## src/logic/efdc_pkg.sv

```systemverilog
// Purpose: Constants and carriers for the auxiliary FIFO transfer control block
// Assumes: APB slave with 32-bit data, one register per aligned word
// Notes:   Register indices are kept; byte address is four times the index
package efdc_pkg;

  // Register indices and byte addresses
  localparam logic [9:0]  CMD_INDEX     = 10'h064;
  localparam logic [9:0]  STAT_INDEX    = 10'h06e;
  localparam logic [9:0]  NOTIFY_INDEX  = 10'h070;
  localparam logic [9:0]  BUFLEN_INDEX  = 10'h071;
  localparam logic [9:0]  TMO_INDEX     = 10'h072;
  localparam logic [9:0]  AVAIL_INDEX   = 10'h073;
  localparam logic [9:0]  RELEASE_INDEX = 10'h074;
  localparam logic [9:0]  IRQ_STAT_INDEX = 10'h075;
  localparam logic [9:0]  IRQ_MASK_INDEX = 10'h076;
  localparam logic [11:0] A_CMD      = {CMD_INDEX, 2'h0};
  localparam logic [11:0] A_STAT     = {STAT_INDEX, 2'h0};
  localparam logic [11:0] A_NOTIFY   = {NOTIFY_INDEX, 2'h0};
  localparam logic [11:0] A_BUFLEN   = {BUFLEN_INDEX, 2'h0};
  localparam logic [11:0] A_TMO      = {TMO_INDEX, 2'h0};
  localparam logic [11:0] A_AVAIL    = {AVAIL_INDEX, 2'h0};
  localparam logic [11:0] A_RELEASE  = {RELEASE_INDEX, 2'h0};
  localparam logic [11:0] A_IRQ_STAT = {IRQ_STAT_INDEX, 2'h0};
  localparam logic [11:0] A_IRQ_MASK = {IRQ_MASK_INDEX, 2'h0};

  // Command word bit positions
  localparam int unsigned CMD_START = 20;
  localparam int unsigned CMD_WAIT  = 21;
  localparam int unsigned CMD_ABORT = 22;
  localparam int unsigned CMD_POLL  = 23;
  localparam logic [31:0] CMD_AUX_MASK = 32'h00f0_0000;

  // Status word: aux flags occupy bits 15..12
  localparam int unsigned  STAT_LSB      = 12;
  localparam logic [31:0]  STAT_AUX_MASK = 32'h0000_f000;

  // Reset values and sizes
  localparam logic [31:0] ZERO32      = 32'h0000_0000;
  localparam logic [31:0] BEAT_BYTES  = 32'h0000_0004;
  localparam logic [4:0]  IRQ_MASK_RST = 5'h00;

  typedef struct packed {
    logic fault;
    logic overrun;
    logic done;
    logic block_ready;
  } efdc_stat_s;

  typedef struct packed {
    logic timeout;
    logic fault;
    logic overrun;
    logic done;
    logic block_ready;
  } efdc_irq_s;

  typedef enum logic [2:0] {
    ST_IDLE = 3'b001,
    ST_DMA  = 3'b010,
    ST_POLL = 3'b100
  } efdc_state_e;

endpackage : efdc_pkg

```

## src/logic/efdc_ctrl.sv

```systemverilog
// Purpose: Command and status control of the auxiliary FIFO transfer channel
// Assumes: Engine signals come from logic on pclk; APB master per protocol
// Notes:   A write carrying the wait bit holds pready low until it may end
//
// Local design decision: the APB interface to the registers.
`timescale 1ns/1ps
`default_nettype none

// Behaviour
// - Aux control shares command and status words
// - Combined command bits: abort outranks start, start outranks poll
// - Command word executes, stores nothing
// - Start bit launches busmaster transfer
// - Wait bit blocks until done, block, overrun or fault
// - Wait ends early on programmed timeout
// - Abort stops transfer, buffer becomes invalid
// - Poll bit selects on-request read out
// - Status word read-only, shows current flags
// - Block ready when notify bytes available
// - Done flag only with zero notify
// - Overrun flag on FIFO overrun
// - Fault flag on internal error
// - Overrun halts transfer at once
// - Card to host only, no offset
module efdc_ctrl
  import efdc_pkg::*;
(
  // Clock, reset, enable
  input  wire logic        pclk,
  input  wire logic        presetn,
  input  wire logic        pclken,
  // APB slave
  input  wire logic        psel,
  input  wire logic        penable,
  input  wire logic        pwrite,
  input  wire logic [11:0] paddr,
  input  wire logic [31:0] pwdata,
  output logic             pready,
  output logic [31:0]      prdata,
  output logic             pslverr,
  // Shared card and sample side
  input  wire logic [31:0] main_status,
  output logic             card_cmd_valid,
  output logic [31:0]      card_cmd,
  // Busmaster engine
  input  wire logic        eng_beat,
  input  wire logic        eng_overrun,
  input  wire logic        eng_fault,
  output logic             aux_run,
  output logic             aux_poll_mode,
  output logic             aux_poll_req,
  output logic             aux_room,
  output logic             aux_flush,
  // Interrupt
  output logic             irq
);

  efdc_state_e state;
  efdc_state_e next_state;
  efdc_stat_s  st;
  efdc_stat_s  next_st;
  efdc_irq_s   irq_stat;
  efdc_irq_s   irq_ev;
  logic [4:0]  irq_mask;
  logic [31:0] notify_size;
  logic [31:0] buf_len;
  logic [31:0] tmo_cycles;
  logic [31:0] tmo_cnt;
  logic [31:0] avail;
  logic [31:0] total;

  // Bus decode
  wire        access   = psel & penable & ~pready;
  wire        complete = psel & penable & pready;
  wire        sel_cmd  = (paddr == A_CMD);
  wire        sel_stat = (paddr == A_STAT);
  wire        mapped   = sel_cmd | sel_stat | (paddr == A_NOTIFY) | (paddr == A_BUFLEN)
                       | (paddr == A_TMO) | (paddr == A_AVAIL) | (paddr == A_RELEASE)
                       | (paddr == A_IRQ_STAT) | (paddr == A_IRQ_MASK);
  wire        wr_done  = complete & pwrite;
  wire        rd_done  = complete & ~pwrite;
  wire        cmd_wr   = wr_done & sel_cmd;
  wire        do_start = cmd_wr & pwdata[CMD_START];
  wire        do_abort = cmd_wr & pwdata[CMD_ABORT];
  wire        do_poll  = cmd_wr & pwdata[CMD_POLL];
  wire        wait_req = access & pwrite & sel_cmd & pwdata[CMD_WAIT];

  // Wait end conditions
  wire        tmo_hit  = (tmo_cycles != ZERO32) & (tmo_cnt >= tmo_cycles);
  wire        wait_ok  = st.done | st.block_ready | st.overrun | st.fault;
  wire        wait_end = wait_ok | tmo_hit;
  wire        ack      = access & (~wait_req | wait_end);

  // Byte accounting
  wire        running  = (state != ST_IDLE);
  wire        beat_ok  = eng_beat & running;
  wire        rel_wr   = wr_done & (paddr == A_RELEASE);
  wire [31:0] rel_amt  = rel_wr ? ((pwdata > avail) ? avail : pwdata) : ZERO32;
  wire [31:0] add_amt  = beat_ok ? BEAT_BYTES : ZERO32;
  wire [31:0] next_avail = avail + add_amt - rel_amt;
  wire [31:0] next_total = total + add_amt;
  wire        fill_end = beat_ok & (state == ST_DMA) & (notify_size == ZERO32)
                       & (next_total >= buf_len);
  wire        blk_now  = (notify_size != ZERO32) & (next_avail >= notify_size);

  // Read mux
  wire [31:0] stat_word = (main_status & ~STAT_AUX_MASK)
                        | {16'h0000, st, 12'h000};
  wire [31:0] rd_mux =
      sel_stat                ? stat_word :
      (paddr == A_NOTIFY)     ? notify_size :
      (paddr == A_BUFLEN)     ? buf_len :
      (paddr == A_TMO)        ? tmo_cycles :
      (paddr == A_AVAIL)      ? avail :
      (paddr == A_IRQ_STAT)   ? {27'h0000000, irq_stat} :
      (paddr == A_IRQ_MASK)   ? {27'h0000000, irq_mask} : ZERO32;

  // Transfer control; abort outranks start, start outranks poll
  always_comb begin
    next_state = state;
    next_st    = st;
    if (do_abort) begin
      next_state = ST_IDLE;
      next_st    = '0;
    end else if (do_start | do_poll) begin
      next_state = do_start ? ST_DMA : ST_POLL;
      next_st    = '0;
    end else begin
      if (running & eng_overrun) begin
        next_state     = ST_IDLE;
        next_st.overrun = 1'b1;
      end
      if (running & eng_fault) begin
        next_state    = ST_IDLE;
        next_st.fault = 1'b1;
      end
      if (fill_end & ~eng_overrun & ~eng_fault) begin
        next_state   = ST_IDLE;
        next_st.done = 1'b1;
      end
      next_st.block_ready = blk_now;
    end
  end

  assign irq_ev = '{timeout:     ack & wait_req & ~wait_ok,
                    fault:       next_st.fault & ~st.fault,
                    overrun:     next_st.overrun & ~st.overrun,
                    done:        next_st.done & ~st.done,
                    block_ready: next_st.block_ready & ~st.block_ready};

  // APB answer, one wait cycle unless a wait command holds it
  always_ff @(posedge pclk or negedge presetn) begin
    if (!presetn) begin
      pready  <= 1'b0;
      prdata  <= ZERO32;
      pslverr <= 1'b0;
    end else if (pclken) begin
      pready  <= ack;
      prdata  <= (ack & ~pwrite) ? rd_mux : ZERO32;
      pslverr <= ack & (~mapped | (pwrite & sel_stat) | (~pwrite & sel_cmd));
    end
  end

  // Timeout counter runs only while a wait is held
  always_ff @(posedge pclk or negedge presetn) begin
    if (!presetn) begin
      tmo_cnt <= ZERO32;
    end else if (pclken) begin
      tmo_cnt <= (wait_req & ~ack) ? tmo_cnt + BEAT_BYTES[31:2] + ZERO32 + 32'h0000_0000 : ZERO32;
    end
  end

  // Setup registers; no offset register exists for this channel
  always_ff @(posedge pclk or negedge presetn) begin
    if (!presetn) begin
      notify_size <= ZERO32;
      buf_len     <= ZERO32;
      tmo_cycles  <= ZERO32;
      irq_mask    <= IRQ_MASK_RST;
    end else if (pclken & wr_done) begin
      if (paddr == A_NOTIFY)   notify_size <= pwdata;
      if (paddr == A_BUFLEN)   buf_len     <= pwdata;
      if (paddr == A_TMO)      tmo_cycles  <= pwdata;
      if (paddr == A_IRQ_MASK) irq_mask    <= pwdata[4:0];
    end
  end

  // Transfer state and byte counters
  always_ff @(posedge pclk or negedge presetn) begin
    if (!presetn) begin
      state <= ST_IDLE;
      st    <= '0;
      avail <= ZERO32;
      total <= ZERO32;
    end else if (pclken) begin
      state <= next_state;
      st    <= next_st;
      avail <= (do_abort | do_start | do_poll) ? ZERO32 : next_avail;
      total <= (do_abort | do_start | do_poll) ? ZERO32 : next_total;
    end
  end

  // Engine and card side strobes
  always_ff @(posedge pclk or negedge presetn) begin
    if (!presetn) begin
      aux_run        <= 1'b0;
      aux_poll_mode  <= 1'b0;
      aux_poll_req   <= 1'b0;
      aux_room       <= 1'b0;
      aux_flush      <= 1'b0;
      card_cmd_valid <= 1'b0;
      card_cmd       <= ZERO32;
    end else if (pclken) begin
      aux_run        <= (next_state == ST_DMA);
      aux_poll_mode  <= (next_state == ST_POLL);
      aux_poll_req   <= rd_done & (paddr == A_AVAIL) & (state == ST_POLL);
      aux_room       <= (next_avail + BEAT_BYTES <= buf_len);
      aux_flush      <= do_abort;
      card_cmd_valid <= cmd_wr & ((pwdata & ~CMD_AUX_MASK) != ZERO32);
      card_cmd       <= cmd_wr ? (pwdata & ~CMD_AUX_MASK) : ZERO32;
    end
  end

  // Sticky events; a set in the clearing cycle survives
  always_ff @(posedge pclk or negedge presetn) begin
    if (!presetn) begin
      irq_stat <= '0;
      irq      <= 1'b0;
    end else if (pclken) begin
      irq_stat <= ((rd_done & (paddr == A_IRQ_STAT)) ? '0 : irq_stat) | irq_ev;
      irq      <= ((irq_stat | irq_ev) & irq_mask) != 5'h00;
    end
  end
endmodule : efdc_ctrl

`default_nettype wire

```

## config.mk

```make
export PLATFORM = sky130hd
export DESIGN_NAME = efdc_ctrl
export DESIGN_NICKNAME = d
export VERILOG_FILES = /design/src/logic/efdc_pkg.sv /design/src/logic/efdc_ctrl.sv
export SDC_FILE = /design/constraint.sdc
export NUM_CORES = 1
export LEC_CHECK = 0
export BUFFER_PORTS_ARGS = -buffer_cell sky130_fd_sc_hd__buf_4
export CAP_MARGIN = 20
export CELL_PAD_IN_SITES_DETAIL_PLACEMENT = 1
export CELL_PAD_IN_SITES_GLOBAL_PLACEMENT = 1
export CORE_ASPECT_RATIO = 1.25
export CORE_MARGIN = 2
export CORE_UTILIZATION = 43
export DETAILED_ROUTE_END_ITERATION = 8
export PLACE_DENSITY_LB_ADDON = 0.1
export SLEW_MARGIN = 5
export SYNTH_ARGS = -nofsm -noshare
export SYNTH_HDL_FRONTEND = slang
export SYNTH_SLANG_ARGS = --single-unit
```

## constraint.sdc

```tcl
create_clock -name pclk -period 6.37 [get_ports pclk]
set_input_delay 0.9555 -clock pclk [delete_from_list [all_inputs] [get_ports pclk]]
set_output_delay 0.9555 -clock pclk [all_outputs]
set_load 0.01 [all_outputs]
```

==> metrics.cfg, run 1 <==
[run_status]
status=finished, violations left
violations=setup timing

[global_route]
grt_pass1_wl_um=127700
grt_usage=0.3526
grt_pass1_vias=21100
grt_max_degree=159
antenna_found_initial=0
overflow=0

[synthesis]
syn_avg_cell_area_um2=8.916
ys_seq_area_frac=0.3482
netlist_area_um2=19840
yosys_register_bits=276
synth_ff_type=dfrtp_1
netlist-cell-type-count=92
yosys.area.top_type_share=0.3469
synthArstFlopShare=1.000
syn_inst=2225
synth-edff-count=0
ys.warnings.count=0
netlist.top_cell.by_area=dfrtp_1
synth_area_leaders=dfrtp_1 (35%), ha_1 (14%), nand2_1 (5.4%)

[detailed_routing]
routed-via-count=19700
first_iter_violations=1644
dr.pass1.iters=6
viasPerCell=6.031
routed_wire_length_per_instance_um=25.99
drc=0
ant_nets=0
wl_um=84900

[critical_path]
critPathRequiredTime_ps=6790
worstSetupEndpointType=register
crit_arrival_ps=7820
max_stage_delay_ps=520
worst_path_max_delay_cell=or4b_4
rrSetupSlack_ps=-970
start_kind=input pin
crit_path_max_fanout=5
path_class=in -> reg

[placement]
dp_hpwl_um=65100
place_ws_ps=-1802
gp_congestion=0.9572
place.port_buffers=149

[clock_tree]
clock_path_buffers=3
cts_buffers=34
cts.clk_slew.worst_paths_ps=50
tritoncts=yes
cts.sink_count=276
htreeDepth=2
clock_latency_ps=560
cts-root-buf=clkbuf_16

[sta]
setup_viol=4
hold_viol=0
relSlewSlack=0.2689
min_period_ps=7399
layout_setup_ws_ps=-1029
timing.hold.ws_ps=346.0
finalCritPeriodShare=1.162
rsz0062_at_grt=yes
worst_pin_slew_ps=1097
setup_tns_ps=-2750
finClkSkew_ps=26.45
fmax_mhz=135.1
drv_slew=0

[power_and_ir_drop]
total_power_mw=13.15
irDropWorstVdd_v=0.0004993
power_density_nw_per_um2=508.0
p_leak_nw=12.76

[layout]
final_common_cell=buf_4
nFillCells=5312
synthToLayoutAreaGrowth_pct=30.50
final_cell_mix=buf_4 (472), nand2_1 (280), dfrtp_1 (275), ha_1 (188), o21ai_0 (175)
antenna_cells=0
num-nets-final=2971
final_util=0.5652
drive_gt1_frac=0.2794

[floorplanning]
initial_utilization=0.4331
dieArea_um2=47880
die_w_um=196.1
ios=158
core_um2=45800
die_h_um=244.1
fp-row-count=88

[flow_run]
drv_cap=0

[hold_path]
hold_path.class=in -> async

## layer usage
metal  share of wire  up-vias  GRT usage
li1                -     8884          -
met1            0.40    10010     0.4328
met2            0.49      595     0.6051
met3           0.049      205    0.03793
met4           0.062        0     0.1956
met5               0        -          0
## registers in the layout (all words and copies together), names as in the netlist
name / flops
avail: 32
buf_len: 32
notify_size: 32
prdata: 32
tmo_cnt: 32
tmo_cycles: 32
total: 30
card_cmd: 28
irq_mask: 5
irq_stat: 5
st: 4
state: 3
aux_flush: 1
aux_poll_mode: 1
aux_poll_req: 1
aux_room: 1
aux_run: 1
card_cmd_valid: 1
irq: 1
pready: 1
pslverr: 1
## critical path, delay by kind of cell
family | cells | cell delay [ps]
compound gates | 9 | 1960
xor+xnor | 2 | 290
fa+ha+maj | 4 | 1470
buf+inv | 4 | 620
mux | 1 | 350
simple gates | 9 | 2150
## synthesized netlist by cell type (17+ instances only)
master    count
inv_1       167
ha_1        222
xor2_1       41
nand3_1      49
nand4_1      55
o21ai_0     184
nand2b_1     18
nor4_1       40
mux2_2       72
nand2_1     283
dfrtp_1     275
a222oi_1     27
clkbuf_1     79
a21o_1       85
and3_1       18
o31ai_1      17
a21oi_1     108
nor2b_1      18
nor2_1      111
nor3_1       35
a22o_1       40
xnor2_1      59
## power breakdown
group / leakage [nW] / switching (mW) / total, mW / internal, mW
Combinational: 8.77 / 4.67 / 9.22 / 4.55
Clock: 0.540 / 0.811 / 1.97 / 1.15
Sequential: 3.44 / 0.0809 / 1.96 / 1.88
## stage by stage
stage	cells	area, µm²
4_1_cts	3251	25380
3_3_place_gp	3185	24010
6_report	3266	25890
3_5_place_dp	3186	24030
2_1_floorplan	2228	20110
5_1_grt	3266	25890
## cell type report
type | instances | area, µm² | share of cell area
clock inverter | 5 | 53.80 | 0.002078
timing repair buffer | 494 | 3879 | 0.1498
inverter | 167 | 630.6 | 0.02436
tap | 585 | 732.0 | 0.02827
sequential | 276 | 6908 | 0.2668
clock buffer | 50 | 1032 | 0.03987
multi-input combinational | 1689 | 12650 | 0.4888
## cell families after synthesis
group / share of synthesized area
flops: 0.3482
compound gates: 0.1990
buf+inv: 0.05273
other cells: 0.0001890
xor+xnor: 0.04497
simple gates: 0.1695
mux: 0.04339
fa+ha+maj: 0.1420
## final timing paths
| path | from | depth (start not counted) | endpoint |
|---|---|---|---|
| max in group asynchronous | presetn | 2 | total[19]$_DFFE_PN0P_ |
| worst max register to register | avail[15]$_DFFE_PN0P_ | 29 | aux_room$_DFFE_PN0P_ |
| min in group pclk | prdata[7]$_DFFE_PN0P_ | 1 | prdata[7]$_DFFE_PN0P_ |
| worst min-delay path | presetn | 1 | card_cmd[13]$_DFFE_PN0P_ |
| worst max-delay path | pwdata[15] | 29 | aux_room$_DFFE_PN0P_ |
| worst min register to register | prdata[7]$_DFFE_PN0P_ | 1 | prdata[7]$_DFFE_PN0P_ |
## timing repair
item                                    4_1_cts  5_1_grt
hold buffers                                  0        0
gates resized for setup                      38       60
pin swaps                                    35       47
setup buffers                                10       12
endpoints found under the setup margin        4        4
Note: power is estimated with default switching activity, not from simulation.
==> run 2, diff against run 1 <==
--- a/config.mk
+++ b/config.mk
@@ -11,7 +11,7 @@
 export CELL_PAD_IN_SITES_GLOBAL_PLACEMENT = 1
 export CORE_ASPECT_RATIO = 1.25
 export CORE_MARGIN = 2
-export CORE_UTILIZATION = 43
+export CORE_UTILIZATION = 45
 export DETAILED_ROUTE_END_ITERATION = 8
 export PLACE_DENSITY_LB_ADDON = 0.1
 export SLEW_MARGIN = 5
==> constraint.sdc (replaced) <==
create_clock -name pclk -period 9.1 [get_ports pclk]
set_input_delay 1.365 -clock pclk [delete_from_list [all_inputs] [get_ports pclk]]
set_output_delay 1.365 -clock pclk [all_outputs]
set_load 0.01 [all_outputs]
==> metrics.cfg, run 2 (synthesized netlist as in run 1, its figures left out) <==
[floorplanning]
fp-row-count=86  ; was 88
die_h_um=238.7  ; was 244.1 µm
initial_utilization=0.4530  ; was 0.4331
core_um2=43790  ; was 45800 µm²
dieArea_um2=45790  ; was 47880 µm²
die_w_um=191.8  ; was 196.1 µm
ios=158  ; unchanged

[global_route]
overflow=0  ; unchanged
grt_pass1_vias=19370  ; was 21.10k
grt_usage=0.3351  ; was 0.3526
grt_pass1_wl_um=116000  ; was 127700 µm
antenna_found_initial=2  ; was 0
grt_max_degree=113  ; was 159

[clock_tree]
clock_latency_ps=560  ; about the same
cts.clk_slew.worst_paths_ps=60  ; was 50 ps
clock_path_buffers=3  ; unchanged
cts.sink_count=276  ; unchanged
holdBufCountCts=0  ; unchanged
tritoncts=yes  ; unchanged
cts_buffers=35  ; was 34
ctsResizeCount=0  ; was 38
post_cts_buffers=0  ; was 10
htreeDepth=2  ; unchanged
cts-root-buf=clkbuf_16  ; unchanged

[placement]
place_area_um2=21790  ; was 24030 µm²
gp_congestion=0.9408  ; was 0.9572
place_ws_ps=179.0  ; was -1802 ps
place.port_buffers=149  ; unchanged
dp_hpwl_um=57690  ; was 65100 µm

[sta]
drv_slew=0  ; unchanged
finClkSkew_ps=24.56  ; was 26.45 ps
finalCritPeriodShare=0.9279
worst_pin_slew_ps=1037  ; was 1097 ps
rsz0062_at_grt=no  ; was yes
relSlewSlack=0.3020  ; was 0.2689
fmax_mhz=118.4
setup_tns_ps=0  ; was -2750 ps
hold_viol=0  ; unchanged
layout_setup_ws_ps=655.9  ; was -1029 ps
min_period_ps=8444
setup_viol=0  ; was 4

[critical_path]
path_class=in -> reg  ; unchanged
max_stage_delay_ps=460  ; was 520 ps
start_kind=input pin  ; unchanged
worst_path_max_delay_cell=nor4_1  ; was or4b_4
worstSetupEndpointType=register  ; unchanged
critPathRequiredTime_ps=9570  ; was 6790 ps
crit_top_cell=ha_1
crit_arrival_ps=8910  ; was 7820 ps
crit_path_max_fanout=25  ; was 5

[detailed_routing]
wl_um=75700  ; was 84900 µm
routed-via-count=18280  ; was 19.70k
routed_wire_length_per_instance_um=25.47  ; was 25.99 µm
first_iter_violations=1406  ; was 1644
ant_nets=0  ; unchanged
viasPerCell=6.150  ; was 6.031
drc=0  ; unchanged
dr.pass1.iters=8  ; was 6

[hold_path]
hold_path.class=reg -> reg  ; was in -> async

[power_and_ir_drop]
clockPowerShare=0.196  ; was 0.149
internal_power_mw=3.864  ; was 7.587 mW
switchingPower_mw=3.247  ; was 5.565 mW
p_leak_nw=11.25  ; was 12.76 nW
combPwrFrac=0.607  ; was 0.701
p_sw_frac=0.4566  ; was 0.4231
power_density_nw_per_um2=310.4  ; was 508.0 nW/µm²
p_seq_frac=0.197  ; was 0.149
irDropWorstVdd_v=0.0002501  ; was 0.0004993 V

[layout]
synthToLayoutAreaGrowth_pct=15.48  ; was 30.50%
final_area_um2=22910  ; was 25890 µm²
num-nets-final=2689  ; was 2971
final_cell_mix=nand2_1 (283), dfrtp_1 (275), ha_1 (222), buf_4 (207), o21ai_0 (184)  ; was buf_4 (472), nand2_1 (280), dfrtp_1 (275), ha_1 (188), o21ai_0 (175)
nFillCells=5133  ; was 5312
final_common_cell=nand2_1  ; was buf_4
antenna_cells=0  ; unchanged
drive_gt1_frac=0.1567  ; was 0.2794

[flow_run]
drv_cap=0  ; unchanged

[run_status]
status=finished clean  ; was finished, violations left

[run 2: changes by cell type in the layout (fill, tap and decap cells not counted), sizes merged]
cell    change
bufinv      +1
clkinv      +1
buf       -283
[run 2: worst paths after layout]
| check | start | endpoint | slack [ps] | cells past startpoint |
|---|---|---|---|---|
| max | pwdata[13] | aux_room$_DFFE_PN0P_ | 660 | 30 |
| min reg2reg | prdata[9]$_DFFE_PN0P_ | prdata[9]$_DFFE_PN0P_ | 480 | 1 |
| min | prdata[9]$_DFFE_PN0P_ | prdata[9]$_DFFE_PN0P_ | 480 | 1 |
| max in group asynchronous | presetn | prdata[26]$_DFFE_PN0P_ | 6710 | 2 |
| max reg2reg | avail[15]$_DFFE_PN0P_ | aux_room$_DFFE_PN0P_ | 1130 | 30 |
| min in group asynchronous | presetn | card_cmd[10]$_DFFE_PN0P_ | 870 | 1 |
[run 2: power by group through the flow]
| stage | clock [mW] | sequential, mW | combinational [mW] |
|---|---|---|---|
| after floorplan | 0 | 1.39 | 2.80 |
| after global placement | 0 | 1.41 | 4.09 |
| after detailed placement | 0 | 1.42 | 4.24 |
| after CTS | 1.42 | 1.40 | 4.27 |
| after global routing | 1.47 | 1.41 | 4.73 |
| final | 1.39 | 1.40 | 4.32 |
[run 2: layout make-up]
type	instances	area, µm²	share of cell area
inverters	167	628.1	0.02742
clock buffers	50	993.5	0.04336
flip-flops and latches	276	6908	0.3015
well taps	572	715.7	0.03124
multi-input cells	1689	11950	0.5216
clock inverters	7	100.1	0.004369
repair buffers	211	1614	0.07045
[run 2: critical path, delay by kind of cell]
| kind | cells | cell delay (ps) |
|---|---|---|
| buf+inv | 4 | 790 |
| xor+xnor | 1 | 100 |
| mux | 1 | 360 |
| fa+ha+maj | 4 | 1230 |
| compound gates | 6 | 1400 |
| simple gates | 14 | 3600 |
[run 2: through the flow]
step | hold WS (ps) | util | power, mW | cells
after CTS | 482.4 | 0.5225 | 7.084 | 2970
after global routing | 495.4 | 0.5231 | 7.606 | 2972
after floorplan | 461.2 | - | 4.193 | 2228
final | 477.7 | 0.5231 | 7.112 | 2972
after detailed placement | 469.6 | 0.4976 | 5.657 | 2913
after global placement | 465.7 | 0.4976 | 5.498 | 2913
[run 2: metal layers]
layer	GRT usage	part of all wire
met2	0.5774	0.49
met1	0.4151	0.41
met3	0.03846	0.045
met5	0	0.00017
met4	0.1615	0.054
==> run 3, diff against run 2 <==
==> constraint.sdc (replaced) <==
create_clock -name pclk -period 9.1 [get_ports pclk]
set_input_delay 0 -clock pclk [delete_from_list [all_inputs] [get_ports pclk]]
set_output_delay 0 -clock pclk [all_outputs]
set_load 0.01 [all_outputs]
==> metrics.cfg, run 3 (synthesized netlist as in run 1, its figures left out) <==
[run_status]
status=finished clean  ; unchanged

[sta]
min_period_ps=8436  ; was 8444 ps
hold_viol=0  ; unchanged
fmax_mhz=118.5  ; was 118.4 MHz
worst_pin_slew_ps=971.5  ; was 1037 ps
setup_viol=0  ; unchanged
rsz0062_at_grt=no  ; unchanged
relSlewSlack=0.3523  ; was 0.3020
setup_tns_ps=0  ; unchanged
finalCritPeriodShare=0.9270  ; was 0.9279
drv_slew=0  ; unchanged
finClkSkew_ps=14.18  ; was 24.56 ps

[floorplanning]
fp-row-count=86  ; unchanged
ios=158  ; unchanged
dieArea_um2=45790  ; unchanged
die_h_um=238.7  ; unchanged
initial_utilization=0.4530  ; unchanged
core_um2=43790  ; unchanged
die_w_um=191.8  ; unchanged

[global_route]
grt_pass1_vias=19540  ; was 19.37k
grt_max_degree=98  ; was 113
grt_pass1_wl_um=116500  ; was 116000 µm
grt_usage=0.3379  ; was 0.3351
overflow=0  ; unchanged
antenna_found_initial=0  ; was 2

[critical_path]
crit_path_max_fanout=12  ; was 25
crit_top_cell=ha_1  ; unchanged
path_class=reg -> reg  ; was in -> reg
worstSetupEndpointType=register  ; unchanged
max_stage_delay_ps=690  ; was 460 ps
rrSetupSlack_ps=660  ; was 1130 ps
r2r_start=avail[15]$_DFFE_PN0P_  ; unchanged
reg2reg_depth=28  ; was 30
critPathRequiredTime_ps=9580  ; was 9570 ps
worst_path_max_delay_cell=or4b_4  ; was nor4_1
start_kind=register  ; was input pin
crit_arrival_ps=8910  ; about the same
r2r-end=aux_room$_DFFE_PN0P_  ; unchanged

[placement]
dp_hpwl_um=57010  ; was 57690 µm
place.port_buffers=149  ; unchanged
gp_congestion=0.9003  ; was 0.9408
dp_cells=2885  ; was 2913

[power_and_ir_drop]
irDropWorstVdd_v=0.0002672  ; was 0.0002501 V
total_power_mw=6.930  ; was 7.112 mW
power_density_nw_per_um2=297.5  ; was 310.4 nW/µm²
p_leak_nw=11.36  ; was 11.25 nW

[layout]
synthToLayoutAreaGrowth_pct=17.43  ; was 15.48%
drive_gt1_frac=0.1444  ; was 0.1567
final_common_cell=nand2_1  ; unchanged
stdcell_count=3009  ; was 2972
antenna_cells=0  ; unchanged
final_cell_mix=nand2_1 (283), dfrtp_1 (275), ha_1 (222), o21ai_0 (184), buf_4 (180)  ; was nand2_1 (283), dfrtp_1 (275), ha_1 (222), buf_4 (207), o21ai_0 (184)
num-nets-final=2722  ; was 2689

[clock_tree]
clock_path_buffers=3  ; unchanged
tritoncts=yes  ; unchanged
cts.clk_slew.worst_paths_ps=60  ; about the same
clock_latency_ps=560  ; about the same
cts_buffers=34  ; was 35
post_cts_buffers=0  ; unchanged
htreeDepth=2  ; unchanged
cts.sink_count=276  ; unchanged
cts-root-buf=clkbuf_16  ; unchanged

[detailed_routing]
routed-via-count=18510  ; was 18.28k
first_iter_violations=1156  ; was 1406
routed_wire_length_per_instance_um=25.60  ; was 25.47 µm
drc=0  ; unchanged
dr.pass1.iters=9  ; was 8
ant_nets=0  ; unchanged
viasPerCell=6.151  ; was 6.150
wl_um=77040  ; was 75700 µm

[hold_path]
whs_path_depth=4  ; was 1
worstHoldStart=main_status[17]  ; was prdata[9]$_DFFE_PN0P_
min_to=prdata[17]$_DFFE_PN0P_  ; was prdata[9]$_DFFE_PN0P_
hold_path.class=in -> reg  ; was reg -> reg

[flow_run]
drv_cap=0  ; unchanged

-- run 3: cell types whose count changed in the layout (fill, tap and decap cells not counted), moves of 2 or more --
cell           before  now
buf_4             207  180
clkbuf_8            4    6
clkinvlp_4          0    3
dlygate4sd3_1       0   62
-- run 3: timing repair --
action                                 4_1_cts  5_1_grt
hold buffers                                62        0
endpoints found under the hold margin      260        0
resized for setup                            0        0
-- run 3: how the worst max path moves through the flow --
stage,from,to,slack (ps),cells after the start
global route,avail[15]$_DFFE_PN0P_,aux_room$_DFFE_PN0P_,290,28
detailed placement,avail[15]$_DFFE_PN0P_,aux_room$_DFFE_PN0P_,720,28
CTS,avail[15]$_DFFE_PN0P_,aux_room$_DFFE_PN0P_,660,28
floorplan,avail[19]$_DFFE_PN0P_,aux_room$_DFFE_PN0P_,2050,28
finish,avail[15]$_DFFE_PN0P_,aux_room$_DFFE_PN0P_,660,28
global placement,avail[15]$_DFFE_PN0P_,aux_room$_DFFE_PN0P_,900,28
-- run 3: worst max-delay path: cells and delay by family (launching register included) --
| kind | cells | cell delay [ps] |
|---|---|---|
| XOR/XNOR | 2 | 490 |
| AND/OR/NAND/NOR | 12 | 3280 |
| adder cells (fa/ha/maj) | 4 | 1300 |
| buffers and inverters | 2 | 430 |
| multiplexers | 1 | 360 |
| AO/OA/AOI/OAI | 7 | 2080 |
| flip-flops | 1 | 370 |
-- run 3: stage by stage --
stage | area [µm²] | worst slack, ps | hold slack, ps | util
finish | 23300 | 664.0 | 16.65 | 0.5319
global route | 23300 | 287.5 | 31.48 | 0.5319
CTS | 23270 | 657.5 | 15.69 | 0.5314
detailed placement | 21570 | 716.7 | 112.6 | 0.4925
global placement | 21570 | 896.9 | 91.79 | 0.4925
floorplan | 19850 | 2052 | -295.6 | -
-- run 3: power breakdown --
part           internal, mW  switching (mW)  total, mW
clock                 0.787           0.587       1.37
combinational          1.59            2.57       4.16
sequential             1.32          0.0809       1.40
total                  3.69            3.24       6.93
-- run 3: layout make-up --
class,instances,area (µm²)
tap,572,715.7
timing repair buffer,245,2012
multi-input combinational,1689,11950
clock inverter,10,90.09
sequential,276,6908
clock buffer,50,992.2
fill,5080,20500
inverter,167,628.1
-- run 3: per-layer routing --
| metal | vias to the layer above | GRT usage | routed length, µm |
|---|---|---|---|
| li1 | 8399 | - | - |
| met1 | 9393 | 0.4116 | 31570 |
| met2 | 524 | 0.5729 | 37180 |
| met3 | 193 | 0.04052 | 3448 |
| met4 | 0 | 0.1970 | 4850 |
| met5 | - | 0 | 0 |
